`src/uss_pkg.sv`:
```
// Package of constants for the shadow receive/transmit data port
package uss_pkg;
  localparam int ADDR_W = 32; // Bus address width
  localparam int DATA_W = 32; // Bus data width
  localparam int BYTE_W = 8; // Character width
  localparam int FIFO_DEPTH = 16; // Receive and transmit FIFO depth
  localparam int PTR_W = 4; // FIFO pointer width
  localparam int CNT_W = 5; // FIFO fill count width
  localparam logic [CNT_W-1:0] CNT_FULL = 5'h10; // Fill count when full
  localparam logic [CNT_W-1:0] CNT_ONE = 5'h01; // Single held byte

  // Sixteen aliased shadow words, one per 32-bit location
  localparam logic [ADDR_W-1:0] SHD_BASE = 32'h5000_1030;
  localparam logic [ADDR_W-1:0] SHD_LAST = 32'h5000_106C;
  localparam logic [ADDR_W-1:0] SHD_12_ADDR = 32'h5000_1060;
  localparam logic [ADDR_W-1:0] SHD_13_ADDR = 32'h5000_1064;
  localparam logic [1:0] WORD_ALIGN = 2'h0; // Low address bits of a word

  // Control, status and interrupt registers of this port
  localparam logic [ADDR_W-1:0] CTRL_ADDR = 32'h5000_1080;
  localparam logic [ADDR_W-1:0] STAT_ADDR = 32'h5000_1084;
  localparam logic [ADDR_W-1:0] ISTAT_ADDR = 32'h5000_1088;
  localparam logic [ADDR_W-1:0] IMASK_ADDR = 32'h5000_108C;

  // Control bits: FIFO enable and infrared mode
  localparam int CTRL_FIFO_EN = 0;
  localparam int CTRL_IR_MODE = 1;
  localparam logic CTRL_RST = 1'h0;

  // Status bits
  localparam int STAT_DR = 0; // Data ready
  localparam int STAT_RX_FULL = 1; // Receive FIFO full
  localparam int STAT_TX_FULL = 4; // Transmit FIFO full
  localparam int STAT_TX_HOLDING_EMPTY_FLAG = 5; // Transmit holding empty

  // Interrupt event bits
  localparam int EV_RX = 0; // Byte received
  localparam int EV_OVR = 1; // Overrun
  localparam int EV_TX_HOLDING_EMPTY_FLAG = 2; // Transmit holding became empty
  localparam int EV_W = 3;
  localparam logic [EV_W-1:0] EV_RST = 3'h0;
endpackage

```
`src/uss_mem_if.sv`:
```
// Interface between the port logic and one FIFO storage array
interface uss_mem_if;
  import uss_pkg::*;
  logic we; // Write enable
  logic [PTR_W-1:0] waddr; // Write slot
  logic [BYTE_W-1:0] wdata; // Write byte
  logic [PTR_W-1:0] raddr; // Slot to show next cycle
  logic [BYTE_W-1:0] q; // Registered read byte
  modport mem (input we, input waddr, input wdata, input raddr, output q);
  modport user (output we, output waddr, output wdata, output raddr,
                input q);
endinterface

```
`src/uss_shadow_port.sv`:
```
// Shadow receive/transmit data port with FIFOs, status and interrupt
//
// Local design decision: the address-and-strobe port.
module uss_shadow_port
  import uss_pkg::*;
(
  input wire logic clk_sys,
  input wire logic rstn,
  input wire logic [ADDR_W-1:0] addr,
  input wire logic [DATA_W-1:0] wdata,
  input wire logic wr,
  input wire logic rd,
  output logic [DATA_W-1:0] rdata_r,
  input wire logic rx_ser_valid,
  input wire logic [BYTE_W-1:0] rx_ser_byte,
  input wire logic rx_ir_valid,
  input wire logic [BYTE_W-1:0] rx_ir_byte,
  input wire logic tx_ser_ready,
  input wire logic tx_ir_ready,
  output logic tx_ser_valid_r,
  output logic tx_ir_valid_r,
  output logic [BYTE_W-1:0] tx_data_r,
  output logic irq_r
);
  // Shadow alias window: any aligned word in the sixteen locations
  function automatic logic in_shadow(input logic [ADDR_W-1:0] a);
    return (a >= SHD_BASE) && (a <= SHD_LAST) && (a[1:0] == WORD_ALIGN);
  endfunction

  // Full test shared by both FIFOs
  function automatic logic cnt_full(input logic [CNT_W-1:0] c);
    return c == CNT_FULL;
  endfunction

  logic fifo_en_r; // FIFO enable control bit
  logic ir_mode_r; // Infrared path select
  logic [CNT_W-1:0] rx_cnt_r; // Receive fill (0 or 1 with FIFO off)
  logic [CNT_W-1:0] tx_cnt_r; // Transmit fill (0 or 1 with FIFO off)
  logic [PTR_W-1:0] rx_wp_r; // Receive write pointer
  logic [PTR_W-1:0] rx_rp_r; // Receive read pointer
  logic [PTR_W-1:0] tx_wp_r; // Transmit write pointer
  logic [PTR_W-1:0] tx_rp_r; // Transmit read pointer
  logic [BYTE_W-1:0] rx_hold_r; // Receive buffer when FIFO off
  logic [BYTE_W-1:0] tx_hold_r; // Transmit holding when FIFO off
  logic [EV_W-1:0] istat_r; // Sticky interrupt status
  logic [EV_W-1:0] imask_r; // Interrupt mask
  logic tx_holding_empty_flag_d_r; // Holding-empty seen last cycle

  uss_mem_if rx_m (); // Receive FIFO storage port
  uss_mem_if tx_m (); // Transmit FIFO storage port

  uss_mem u_rx_mem (.clk_sys(clk_sys), .rstn(rstn), .m(rx_m));
  uss_mem u_tx_mem (.clk_sys(clk_sys), .rstn(rstn), .m(tx_m));

  // Address decode
  wire sel_shd = in_shadow(addr);
  wire sel_ctrl = addr == CTRL_ADDR;
  wire sel_stat = addr == STAT_ADDR;
  wire sel_istat = addr == ISTAT_ADDR;
  wire sel_imask = addr == IMASK_ADDR;
  wire shd_rd = rd & sel_shd;
  wire shd_wr = wr & sel_shd;

  // Changing the FIFO enable empties both paths, as stale slots
  // from the other mode would otherwise be served as data
  wire flush = wr & sel_ctrl & (wdata[CTRL_FIFO_EN] != fifo_en_r);

  // Receive source follows the mode bit
  wire rx_in_valid = ir_mode_r ? rx_ir_valid : rx_ser_valid;
  wire [BYTE_W-1:0] rx_in_byte = ir_mode_r ? rx_ir_byte : rx_ser_byte;

  // Receive bookkeeping
  wire rx_dr = rx_cnt_r != '0; // Data ready
  wire rx_full = cnt_full(rx_cnt_r);
  wire rx_pop = shd_rd & rx_dr;
  // FIFO off always takes the byte; FIFO on only with room or a same-cycle pop
  wire rx_push = rx_in_valid & (~fifo_en_r | ~rx_full | rx_pop);
  wire rx_ovr = rx_in_valid & rx_dr & ~rx_pop
                & (~fifo_en_r | rx_full);
  wire rx_fpush = fifo_en_r & rx_push;
  wire rx_fpop = fifo_en_r & rx_pop;
  wire [PTR_W-1:0] rx_rp_nxt = flush ? '0 : rx_rp_r + PTR_W'(rx_fpop);
  wire [CNT_W-1:0] rx_cnt_nxt = fifo_en_r
    ? rx_cnt_r + CNT_W'(rx_push) - CNT_W'(rx_pop)
    : (rx_in_valid ? CNT_ONE : (rx_pop ? '0 : rx_cnt_r));
  wire [BYTE_W-1:0] rx_head = fifo_en_r ? rx_m.q : rx_hold_r;

  assign rx_m.we = rx_fpush;
  assign rx_m.waddr = rx_wp_r;
  assign rx_m.wdata = rx_in_byte;
  assign rx_m.raddr = rx_rp_nxt;

  // Transmit bookkeeping
  wire tx_dr = tx_cnt_r != '0;
  wire tx_full = cnt_full(tx_cnt_r);
  wire tx_holding_empty_flag = ~tx_dr; // Holding empty flag
  wire tx_vld = tx_ser_valid_r | tx_ir_valid_r;
  wire tx_rdy = ir_mode_r ? tx_ir_ready : tx_ser_ready;
  wire tx_load = tx_dr & (~tx_vld | tx_rdy); // Move head to output
  wire tx_push = shd_wr & (~fifo_en_r | ~tx_full);
  wire tx_fpush = fifo_en_r & tx_push;
  wire tx_fpop = fifo_en_r & tx_load;
  wire [PTR_W-1:0] tx_rp_nxt = flush ? '0 : tx_rp_r + PTR_W'(tx_fpop);
  wire [CNT_W-1:0] tx_cnt_nxt = fifo_en_r
    ? tx_cnt_r + CNT_W'(tx_push) - CNT_W'(tx_load)
    : (shd_wr ? CNT_ONE : (tx_load ? '0 : tx_cnt_r));
  wire [BYTE_W-1:0] tx_head = fifo_en_r ? tx_m.q : tx_hold_r;

  assign tx_m.we = tx_fpush;
  assign tx_m.waddr = tx_wp_r;
  assign tx_m.wdata = wdata[BYTE_W-1:0];
  assign tx_m.raddr = tx_rp_nxt;

  // Events and sticky status; a new event beats a same-cycle clear
  wire [EV_W-1:0] ev;
  assign ev[EV_RX] = rx_push;
  assign ev[EV_OVR] = rx_ovr;
  assign ev[EV_TX_HOLDING_EMPTY_FLAG] = tx_holding_empty_flag & ~tx_holding_empty_flag_d_r;
  wire [EV_W-1:0] iclr = (wr & sel_istat) ? wdata[EV_W-1:0] : '0;
  wire [EV_W-1:0] istat_nxt = (istat_r & ~iclr) | ev;

  // Status word
  wire [DATA_W-1:0] stat_word = (DATA_W'(rx_dr) << STAT_DR)
    | (DATA_W'(rx_full) << STAT_RX_FULL)
    | (DATA_W'(tx_full) << STAT_TX_FULL)
    | (DATA_W'(tx_holding_empty_flag) << STAT_TX_HOLDING_EMPTY_FLAG);

  // Read mux; unmapped addresses read zero, shadow upper bits zero
  wire [DATA_W-1:0] rd_mux = sel_shd ? DATA_W'(rx_head)
    : sel_ctrl ? (DATA_W'(ir_mode_r) << CTRL_IR_MODE)
                 | (DATA_W'(fifo_en_r) << CTRL_FIFO_EN)
    : sel_stat ? stat_word
    : sel_istat ? DATA_W'(istat_r)
    : sel_imask ? DATA_W'(imask_r)
    : '0;

  // Control register
  always_ff @(posedge clk_sys) begin
    if (!rstn) begin
      fifo_en_r <= CTRL_RST;
      ir_mode_r <= CTRL_RST;
    end else if (wr && sel_ctrl) begin
      fifo_en_r <= wdata[CTRL_FIFO_EN];
      ir_mode_r <= wdata[CTRL_IR_MODE];
    end
  end

  // Read data stands only in the cycle after the strobe
  always_ff @(posedge clk_sys) begin
    if (!rstn) begin
      rdata_r <= '0;
    end else begin
      rdata_r <= rd ? rd_mux : '0;
    end
  end

  // Receive state
  always_ff @(posedge clk_sys) begin
    if (!rstn || flush) begin
      rx_cnt_r <= '0;
      rx_wp_r <= '0;
      rx_rp_r <= '0;
    end else begin
      rx_cnt_r <= rx_cnt_nxt;
      rx_wp_r <= rx_wp_r + PTR_W'(rx_fpush);
      rx_rp_r <= rx_rp_nxt;
    end
  end

  // Receive buffer for FIFO-off mode overwrites any unread byte
  always_ff @(posedge clk_sys) begin
    if (!rstn) begin
      rx_hold_r <= '0;
    end else if (!fifo_en_r && rx_in_valid) begin
      rx_hold_r <= rx_in_byte;
    end
  end

  // Transmit state
  always_ff @(posedge clk_sys) begin
    if (!rstn || flush) begin
      tx_cnt_r <= '0;
      tx_wp_r <= '0;
      tx_rp_r <= '0;
    end else begin
      tx_cnt_r <= tx_cnt_nxt;
      tx_wp_r <= tx_wp_r + PTR_W'(tx_fpush);
      tx_rp_r <= tx_rp_nxt;
    end
  end

  // Holding byte for FIFO-off mode; later writes replace it
  always_ff @(posedge clk_sys) begin
    if (!rstn) begin
      tx_hold_r <= '0;
    end else if (!fifo_en_r && shd_wr) begin
      tx_hold_r <= wdata[BYTE_W-1:0];
    end
  end

  // Output stage to the selected transmitter
  always_ff @(posedge clk_sys) begin
    if (!rstn) begin
      tx_ser_valid_r <= 1'b0;
      tx_ir_valid_r <= 1'b0;
      tx_data_r <= '0;
    end else if (tx_load) begin
      tx_ser_valid_r <= ~ir_mode_r;
      tx_ir_valid_r <= ir_mode_r;
      tx_data_r <= tx_head;
    end else if (tx_rdy) begin
      tx_ser_valid_r <= 1'b0;
      tx_ir_valid_r <= 1'b0;
    end
  end

  // Interrupt status, mask and output; the output lags status by one
  // cycle so that it stays a clean flop output
  always_ff @(posedge clk_sys) begin
    if (!rstn) begin
      istat_r <= EV_RST;
      imask_r <= EV_RST;
      tx_holding_empty_flag_d_r <= 1'b1;
      irq_r <= 1'b0;
    end else begin
      istat_r <= istat_nxt;
      tx_holding_empty_flag_d_r <= tx_holding_empty_flag;
      irq_r <= |(istat_r & imask_r);
      if (wr && sel_imask) begin
        imask_r <= wdata[EV_W-1:0];
      end
    end
  end
endmodule

```
`src/uss_mem.sv`:
```
// Sixteen-byte storage with registered read and write-through
module uss_mem
  import uss_pkg::*;
(
  input wire logic clk_sys,
  input wire logic rstn,
  uss_mem_if.mem m
);
  logic [BYTE_W-1:0] arr [FIFO_DEPTH]; // Storage, no reset needed
  logic [BYTE_W-1:0] q_nxt; // Next registered read value

  // Forward a same-slot write so the head never shows a stale byte
  assign q_nxt = (m.we && m.waddr == m.raddr) ? m.wdata : arr[m.raddr];

  // Storage write
  always_ff @(posedge clk_sys) begin
    if (m.we) begin
      arr[m.waddr] <= m.wdata;
    end
  end

  // Registered read port
  always_ff @(posedge clk_sys) begin
    if (!rstn) begin
      m.q <= '0;
    end else begin
      m.q <= q_nxt;
    end
  end
endmodule

```
`config.mk`:
```
export PLATFORM = sky130hd
export DESIGN_NAME = uss_shadow_port
export DESIGN_NICKNAME = d
export VERILOG_FILES = /design/src/uss_pkg.sv /design/src/uss_mem_if.sv /design/src/uss_shadow_port.sv /design/src/uss_mem.sv
export SDC_FILE = /design/constraint.sdc
export NUM_CORES = 1
export LEC_CHECK = 0
export BUFFER_PORTS_ARGS = -buffer_cell sky130_fd_sc_hd__buf_2
export CORE_UTILIZATION = 50
export DETAILED_ROUTE_END_ITERATION = 12
export GPL_TIMING_DRIVEN = 0
export HOLD_SLACK_MARGIN = 0.02
export PLACE_DENSITY = 0.78
export SYNTH_ARGS = -nofsm -noshare
export SYNTH_HDL_FRONTEND = slang
export SYNTH_SLANG_ARGS = --single-unit
export TNS_END_PERCENT = 20
```
`constraint.sdc`:
```
create_clock -name clk_sys -period 4.8 [get_ports clk_sys]
set_clock_uncertainty 0.2 [all_clocks]
set_input_delay 1.2 -clock clk_sys [delete_from_list [all_inputs] [get_ports clk_sys]]
set_output_delay 1.2 -clock clk_sys [all_outputs]
set_load 0.01 [all_outputs]
```
# --- Word-level counts from Yosys, hierarchy flattened ---
# Memories as Yosys holds them, arrays and structs flattened. A register that Yosys moved wholly into a read port is not among the register bits.
# Cells that the tools add are included.
classes:
  n_eq_ne: 7
  mux: 26
  n_lt_le_gt_ge: 2
  n_addsub: 8
  bitwise_logic: 41
  reduce_logical: 20
op_table:
  columns: ["cell", "count"]
  rows:
  - ["32-bit by 31-bit equality test with 1-bit output (second input constant)", 4]
  - ["32-bit by 31-bit greater-or-equal comparator with 1-bit output (second input constant)", 1]
  - ["32-bit by 31-bit less-or-equal comparator with 1-bit output (second input constant)", 1]
  - ["8-bit 2-to-1 mux", 4]
  - ["5-bit 2-to-1 mux", 6]
  - ["1-bit AND", 17]
  - ["4-bit by 1-bit adder with 4-bit output", 4]
  - ["6-bit 2-to-1 mux", 2]
  - ["5-bit by 1-bit adder with 5-bit output", 2]
  - ["5-bit equality test (second input constant)", 2]
  - ["1-bit NOT", 10]
  - ["5-bit nonzero test", 2]
  - ["5-bit by 1-bit subtractor with 5-bit output", 2]
  - ["1-bit 2-to-1 mux", 9]
  - ["3-bit 2-to-1 mux", 3]
  - ["4-bit 2-to-1 mux", 2]
  - ["3-bit AND", 2]
  - ["1-bit logical AND", 6]
  - ["1-bit bitwise OR", 6]
  - ["5-bit by 6-bit bitwise OR with 6-bit output", 1]
  - ["3-bit nonzero test", 2]
  - ["3-bit OR reduction", 2]
  - ["2-bit by 5-bit bitwise OR with 5-bit output", 1]
  - ["1-bit zero test", 4]
  - ["other kinds (9)", 9]
word_totals:
  inputBits: 88
  ram_bits: 256
  out_inout_bits: 43
  reg_bits: 94
  word_cells: 125
  memories: 2
mem_list:
  columns: ["memory", "words", "word_bits", "rd", "rd_ports_with_merged_regs", "write_ports", "line", "text"]
  rows:
  - ["u_rx_mem.arr", 16, 8, 1, 1, 1, "uss_mem.sv:9", "logic [BYTE_W-1:0] arr [FIFO_DEPTH];"]
  - ["u_tx_mem.arr", 16, 8, 1, 1, 1, "uss_mem.sv:9", null]

# --- Longest topological paths before layout ---
logic_depth:
  ltp_word: 10
  mapped_depth: 18
  ltp_nobuf: 16

# --- Cells and area by module ---
# From an unflattened synthesis, not the netlist that was laid out.
hier_totals:
  hier_cells: 927
  area_unflattened_um2: 14550.2
modules_own_cells:
  columns: ["module", "area_per_inst_um2", "seq_area_each_um2", "cells_each", "n_inst"]
  rows:
  - ["uss_mem", 5305.1, 4003.8, 249, 2]
  - ["uss_shadow_port", 3940.0, 1401.3, 429, 1]

# --- Worst setup path after synthesis ---
# No wires, ideal clock.
synth_timing:
  kind: "input-to-reg"
  startpoint: "input port addr[9]"
  endpoint: "register u_rx_mem.m.q[7] (read register of u_rx_mem.arr)"
  t_arrival_ps: 4648
  required_time_ps: 4475
  path_buffers: 3
  slack_ps: -173
  setup_time_ps: 125
  path_stages: 13
  path_cell_list: "nor4_1 > nand3_1 > nor4_2 > clkbuf_1 > nand3_1 > nor2_1 > ha_1 > ha_1 > clkbuf_1 > buf_1 > mux4_2 > o221ai_1 > a31oi_1"
synth_between:
  elab_chain_len: 8
  elab_cells_between_ends: 12
  cone_classes: "1 x add/sub; 2 x order compare; 1 x eq/ne; 1 x mux; 5 x bitwise; 2 x reduce/logical"
synth_rtl:
  columns: ["item", "line", "text"]
  rows:
  - ["from (decl)", "uss_shadow_port.sv:9", "input wire logic [ADDR_W-1:0] addr,"]
  - ["32-bit by 31-bit greater-or-equal comparator with 1-bit output / 32-bit by 31-bit less-or-equal comparator with 1-bit output (equally long branches)", "uss_shadow_port.sv:27", "return (a >= SHD_BASE) && (a <= SHD_LAST) && (a[1:0] == WORD_ALIGN);"]
  - ["1-bit logical AND (2 in series)", "uss_shadow_port.sv:27", null]
  - ["1-bit AND", "uss_shadow_port.sv:61", "wire shd_rd = rd & sel_shd;"]
  - ["1-bit AND", "uss_shadow_port.sv:75", "wire rx_pop = shd_rd & rx_dr;"]
  - ["1-bit AND", "uss_shadow_port.sv:81", "wire rx_fpop = fifo_en_r & rx_pop;"]
  - ["4-bit by 1-bit adder with 4-bit output", "uss_shadow_port.sv:82", "wire [PTR_W-1:0] rx_rp_nxt = flush ? '0 : rx_rp_r + PTR_W'(rx_fpop);"]
  - ["4-bit 2-to-1 mux (*)", "uss_shadow_port.sv:82", null]
  - ["to (decl)", "uss_mem_if.sv:9", "modport mem (input we, input waddr, input wdata, input raddr, output q);"]
# Mark *: on every way between the ends. The rest lies on a longest branch, timed or not.
# A chain may end at the register's enable or synchronous reset.

# --- Worst setup path in the final report ---
layout_timing:
  startpoint: "input port addr[1]"
  endpoint: "register u_rx_mem.m.q[6] (read register of u_rx_mem.arr)"
# Same word-level chain as after synthesis.

==> run summary <==
## Outcome
- **result of the run** finished, final reports clean

## Drt
- **count of routing violations after the opening detailed-route iteration** 1231
- **First-pass DRT Iterations** 7
- **DR DRC count** 0
- **via-per-instance ratio** 6.13
- **final antenna-violating net count** 0
- **routed length per instance** 22.9 um
- **WL final** 38600 um
- **total number of vias** 10300

## Power
- **standby leakage power** 5.97 nW
- **share of power burned in the clock network** 0.447
- **Int Power** 0.00487 W
- **post-layout power** 0.00607 W
- **maximum vdd drop** 0.263 mV
- **proportion of total power due to net switching** 0.198
- **P_sw** 0.00120 W
- **areal power density over the cells** 353 nW/um^2
- **share of power burned in combinational logic** 0.028
- **Reg power frac** 0.525

## Synthesis
- **Post-Syn Area** 14900 um^2
- **proportion of register bits with asynchronous set or reset after synthesis** 0
- **Yosys warnings** 0
- **register bit count reported by yosys** 342
- **Top FF cell, synth** sky130_fd_sc_hd__edfxtp_1
- **post-synthesis sequential area ratio** 0.631
- **multiplexer area fraction after synthesis** 0.0930
- **dominant combinational cell family by area after synthesis** compound AO/OA/AOI/OAI gates
- **number of distinct library cell variants in the gate-level netlist after synthesis** 69
- **synthesized area per cell** 13.1 um^2
- **post-synthesis simple-gate area fraction** 0.103
- **synthesized instance count** 1135
- **Compound-Gate Fraction of Synth Area** 0.105
- **number of enable flip-flop cells after synthesis** 256
- **adder and majority gate portion of the synthesized area** 0.0186
- **xor-xnor portion of the synthesized cell area** 0.0135

## Clock network
- **number of clock sinks** 342
- **Longest Clk Path Bufs** 3
- **clock tree root driver cell** sky130_fd_sc_hd__clkbuf_16
- **number of buffers created by CTS** 34
- **clk slew on worst S/H paths** 0.06 ns
- **deepest level of the CTS H-tree** 2
- **Post-CTS Hold Fix Bufs** 0
- **CTS tree** built
- **latest clock arrival within the worst-skew pair** 0.52 ns

## Setup path
- **Max stage delay on crit path** 0.55 ns
- **FF-to-FF Start** ir_mode_r
- **total buffers and inverters traversed by the critical path** 3
- **Critical Path Source Type** primary input
- **largest fanout on the critical path** 10
- **reg2reg path depth** 12
- **element type at the critical path end** flop
- **Critical Setup Path Class** primary input to flop
- **arrival time of the worst setup path** 4.81 ns
- **master of the slowest instance on the critical path** sky130_fd_sc_hd__o311ai_1
- **FF-to-FF setup slack** 0.34 ns
- **family with the most delay on the worst path** simple AND/OR/NAND/NOR gates
- **cell-by-cell trace of the critical path** buf_2 > nor4_4 > nand4_1 > nor4_4 > clkbuf_8 > nand3_1 > nor2_2 > ha_2 > ha_2 > xor2_4 > nand2_1 > clkbuf_1 > o311ai_1 > a31oi_1
- **RR Endpoint** u_tx_mem.m.q[2]
- **endpoint required time on the critical path** 4.97 ns

## STA
- **final hold violations** 0
- **Final Max Tran Viols** 0
- **setup repair after global routing missed its margin** no
- **achievable clock frequency** 216 MHz
- **Final Cycle Share** 0.966
- **# setup viols final** 0
- **Period minus WS final** 4.64 ns
- **remaining max-slew budget at the tightest pin** 0.107
- **final-layout worst hold slack** 0.262 ns
- **slew at the pin with the worst max-slew slack** 1.33 ns

## Finish
- **Multi-input gate area** 5190 um^2
- **area growth from synthesis to final layout** 15.6%
- **ratio of cells with drive above 1 in the final layout** 0.205
- **layout filler cell count** 2217
- **Final #Nets** 1386
- **commonest cells after routing, fill and taps aside** 256 x sky130_fd_sc_hd__edfxtp_1, 89 x sky130_fd_sc_hd__buf_2, 86 x sky130_fd_sc_hd__dfxtp_1
- **combined flip-flop and latch cell area** 9410 um^2
- **most frequent standard cell in the layout excluding fill and tap cells** sky130_fd_sc_hd__edfxtp_1
- **Post-Route Utilization** 0.594
- **count of inserted antenna diode cells** 0

## Place
- **dpl hpwl** 25700 um
- **port buffer count** 80
- **Final GP Congestion** 1.00

## Floorplanning
- **x dimension of the die** 175 um
- **die outline height** 175 um
- **num ports** 131
- **core region area** 29000 um^2
- **Die Outline Area** 30500 um^2
- **initial cell density of the core** 0.514
- **number of rows created at floorplan** 62

## GRT
- **vias in the first global route** 10000
- **global-route total usage across every layer** 0.254
- **number of antenna violations at the first check in global routing** 0
- **total congestion overflow after global routing** 0
- **global-route wire length before repair** 58400 um
- **maximum number of pins on one net before global-route repair** 23

## Worst hold path
- **endpoint of the worst hold path** tx_hold_r[2]
- **start point of the worst hold path** tx_hold_r[2]
- **number of cells on the worst hold path** 2
- **class of the tightest hold or removal check** flop to flop

## Run
- **number of violations of the max-capacitance limit** 0

[Yosys cell counts, drive strengths merged, types with 6 or more instances]
| master | number | area share |
|---|---|---|
| mux4 | 31 | 0.047 |
| and2 | 6 | 0.0025 |
| mux2 | 29 | 0.022 |
| nand3b | 6 | 0.0030 |
| xor2 | 10 | 0.0059 |
| clkbuf | 42 | 0.011 |
| nand4 | 7 | 0.0029 |
| ha | 19 | 0.016 |
| or3 | 8 | 0.0034 |
| a31oi | 23 | 0.0097 |
| a21oi | 55 | 0.018 |
| xnor2 | 13 | 0.0076 |
| edfxtp | 256 | 0.52 |
| nor3 | 20 | 0.0071 |
| o221ai | 7 | 0.0041 |
| mux2i | 36 | 0.024 |
| nor2b | 20 | 0.0084 |
| o211ai | 18 | 0.0091 |
| nor4 | 8 | 0.0038 |
| and3 | 17 | 0.0075 |
| nand3 | 31 | 0.011 |
| a21boi | 13 | 0.0065 |
| nand2 | 74 | 0.019 |
| nor2 | 81 | 0.020 |
| buf | 46 | 0.020 |
| inv | 18 | 0.0045 |
| dfxtp | 86 | 0.12 |
| o211a | 18 | 0.012 |
| nand2b | 15 | 0.0063 |
| a22oi | 6 | 0.0030 |
| o21ai | 60 | 0.020 |
[routing by layer]
layer	vias to the layer above	track usage	share of wire
met5	-	0	0
met4	0	0.0986	0.038
met3	110	0.0518	0.11
met2	694	0.412	0.47
met1	4961	0.337	0.38
li1	4568	-	-
[cell families after synthesis]
family          Yosys count
simple gates            307
mux                      96
compound gates          239
xor+xnor                 23
buf+inv                 106
fa+ha+maj                21
other cells               1
flops                   342
[what timing repair did]
item | CTS | global route
buffers inserted | 1 | 4
endpoints found under the setup margin | 19 | 16
cloned | 0 | 1
resized for setup | 28 | 16
pin swaps | 2 | 3
[worst max-delay path by stage]
stage	start	to	slack, ns	cells after the start
global placement	addr[13]	u_rx_mem.m.q[5]	-1.66	16
CTS	addr[9]	u_rx_mem.m.q[3]	0.02	17
global route	addr[1]	u_rx_mem.m.q[5]	0.02	17
finish	addr[1]	u_rx_mem.m.q[6]	0.16	14
detailed placement	addr[13]	u_rx_mem.m.q[5]	-1.74	16
floorplan	addr[9]	u_rx_mem.m.q[3]	-0.01	16
[worst register-to-register path: cells and delay by family (launching register included)]
family	cells	cell delay, ns
compound gates	5	1.02
fa+ha+maj	2	0.93
buf+inv	3	1.40
flops	1	0.31
mux	1	0.31
simple gates	1	0.24
[state kept, by name, summed over array words and instances, names as in the netlist, 3 cells and up]
register and cells:
u_tx_mem.arr 128, tx_data_r 8, rx_m.waddr 4, u_rx_mem.m.q 8, rx_hold_r 8, tx_hold_r 8
rx_rp_r 4, tx_cnt_r 5, rdata_r 8, imask_r 3, u_tx_mem.m.q 8, u_rx_mem.arr 128
istat_r 3, tx_rp_r 4, tx_m.waddr 4, rx_cnt_r 5
[through the flow]
step	setup slack [ns]	area [um^2]	instances	TNS, ns
2_1_floorplan	-0.0132	15000	1158	-0.0132
3_3_place_gp	-1.66	15900	1622	-21.40
3_5_place_dp	-1.74	15900	1622	-27.44
4_1_cts	0.0204	17100	1682	0
5_1_grt	0.0178	17200	1685	0
6_report	0.162	17200	1685	0
[area by class of cell]
cell class,count,share of cell area
multi-input combinational,710,0.302
tap,384,0.0279
buffer,85,0.0277
clock buffer,44,0.0559
inverter,18,0.00392
timing repair buffer,86,0.0261
clock inverter,16,0.0106
sequential,342,0.546
[power by group through the flow]
| stage | Clock, W | Combinational [W] | Sequential (W) |
|---|---|---|---|
| 2_1_floorplan | 0 | 0.0000796 | 0.00325 |
| 3_3_place_gp | 0 | 0.000160 | 0.00325 |
| 3_5_place_dp | 0 | 0.000165 | 0.00325 |
| 4_1_cts | 0.00274 | 0.000168 | 0.00319 |
| 5_1_grt | 0.00285 | 0.000185 | 0.00319 |
| 6_report | 0.00271 | 0.000172 | 0.00319 |
(Power assumes the default switching activity.)
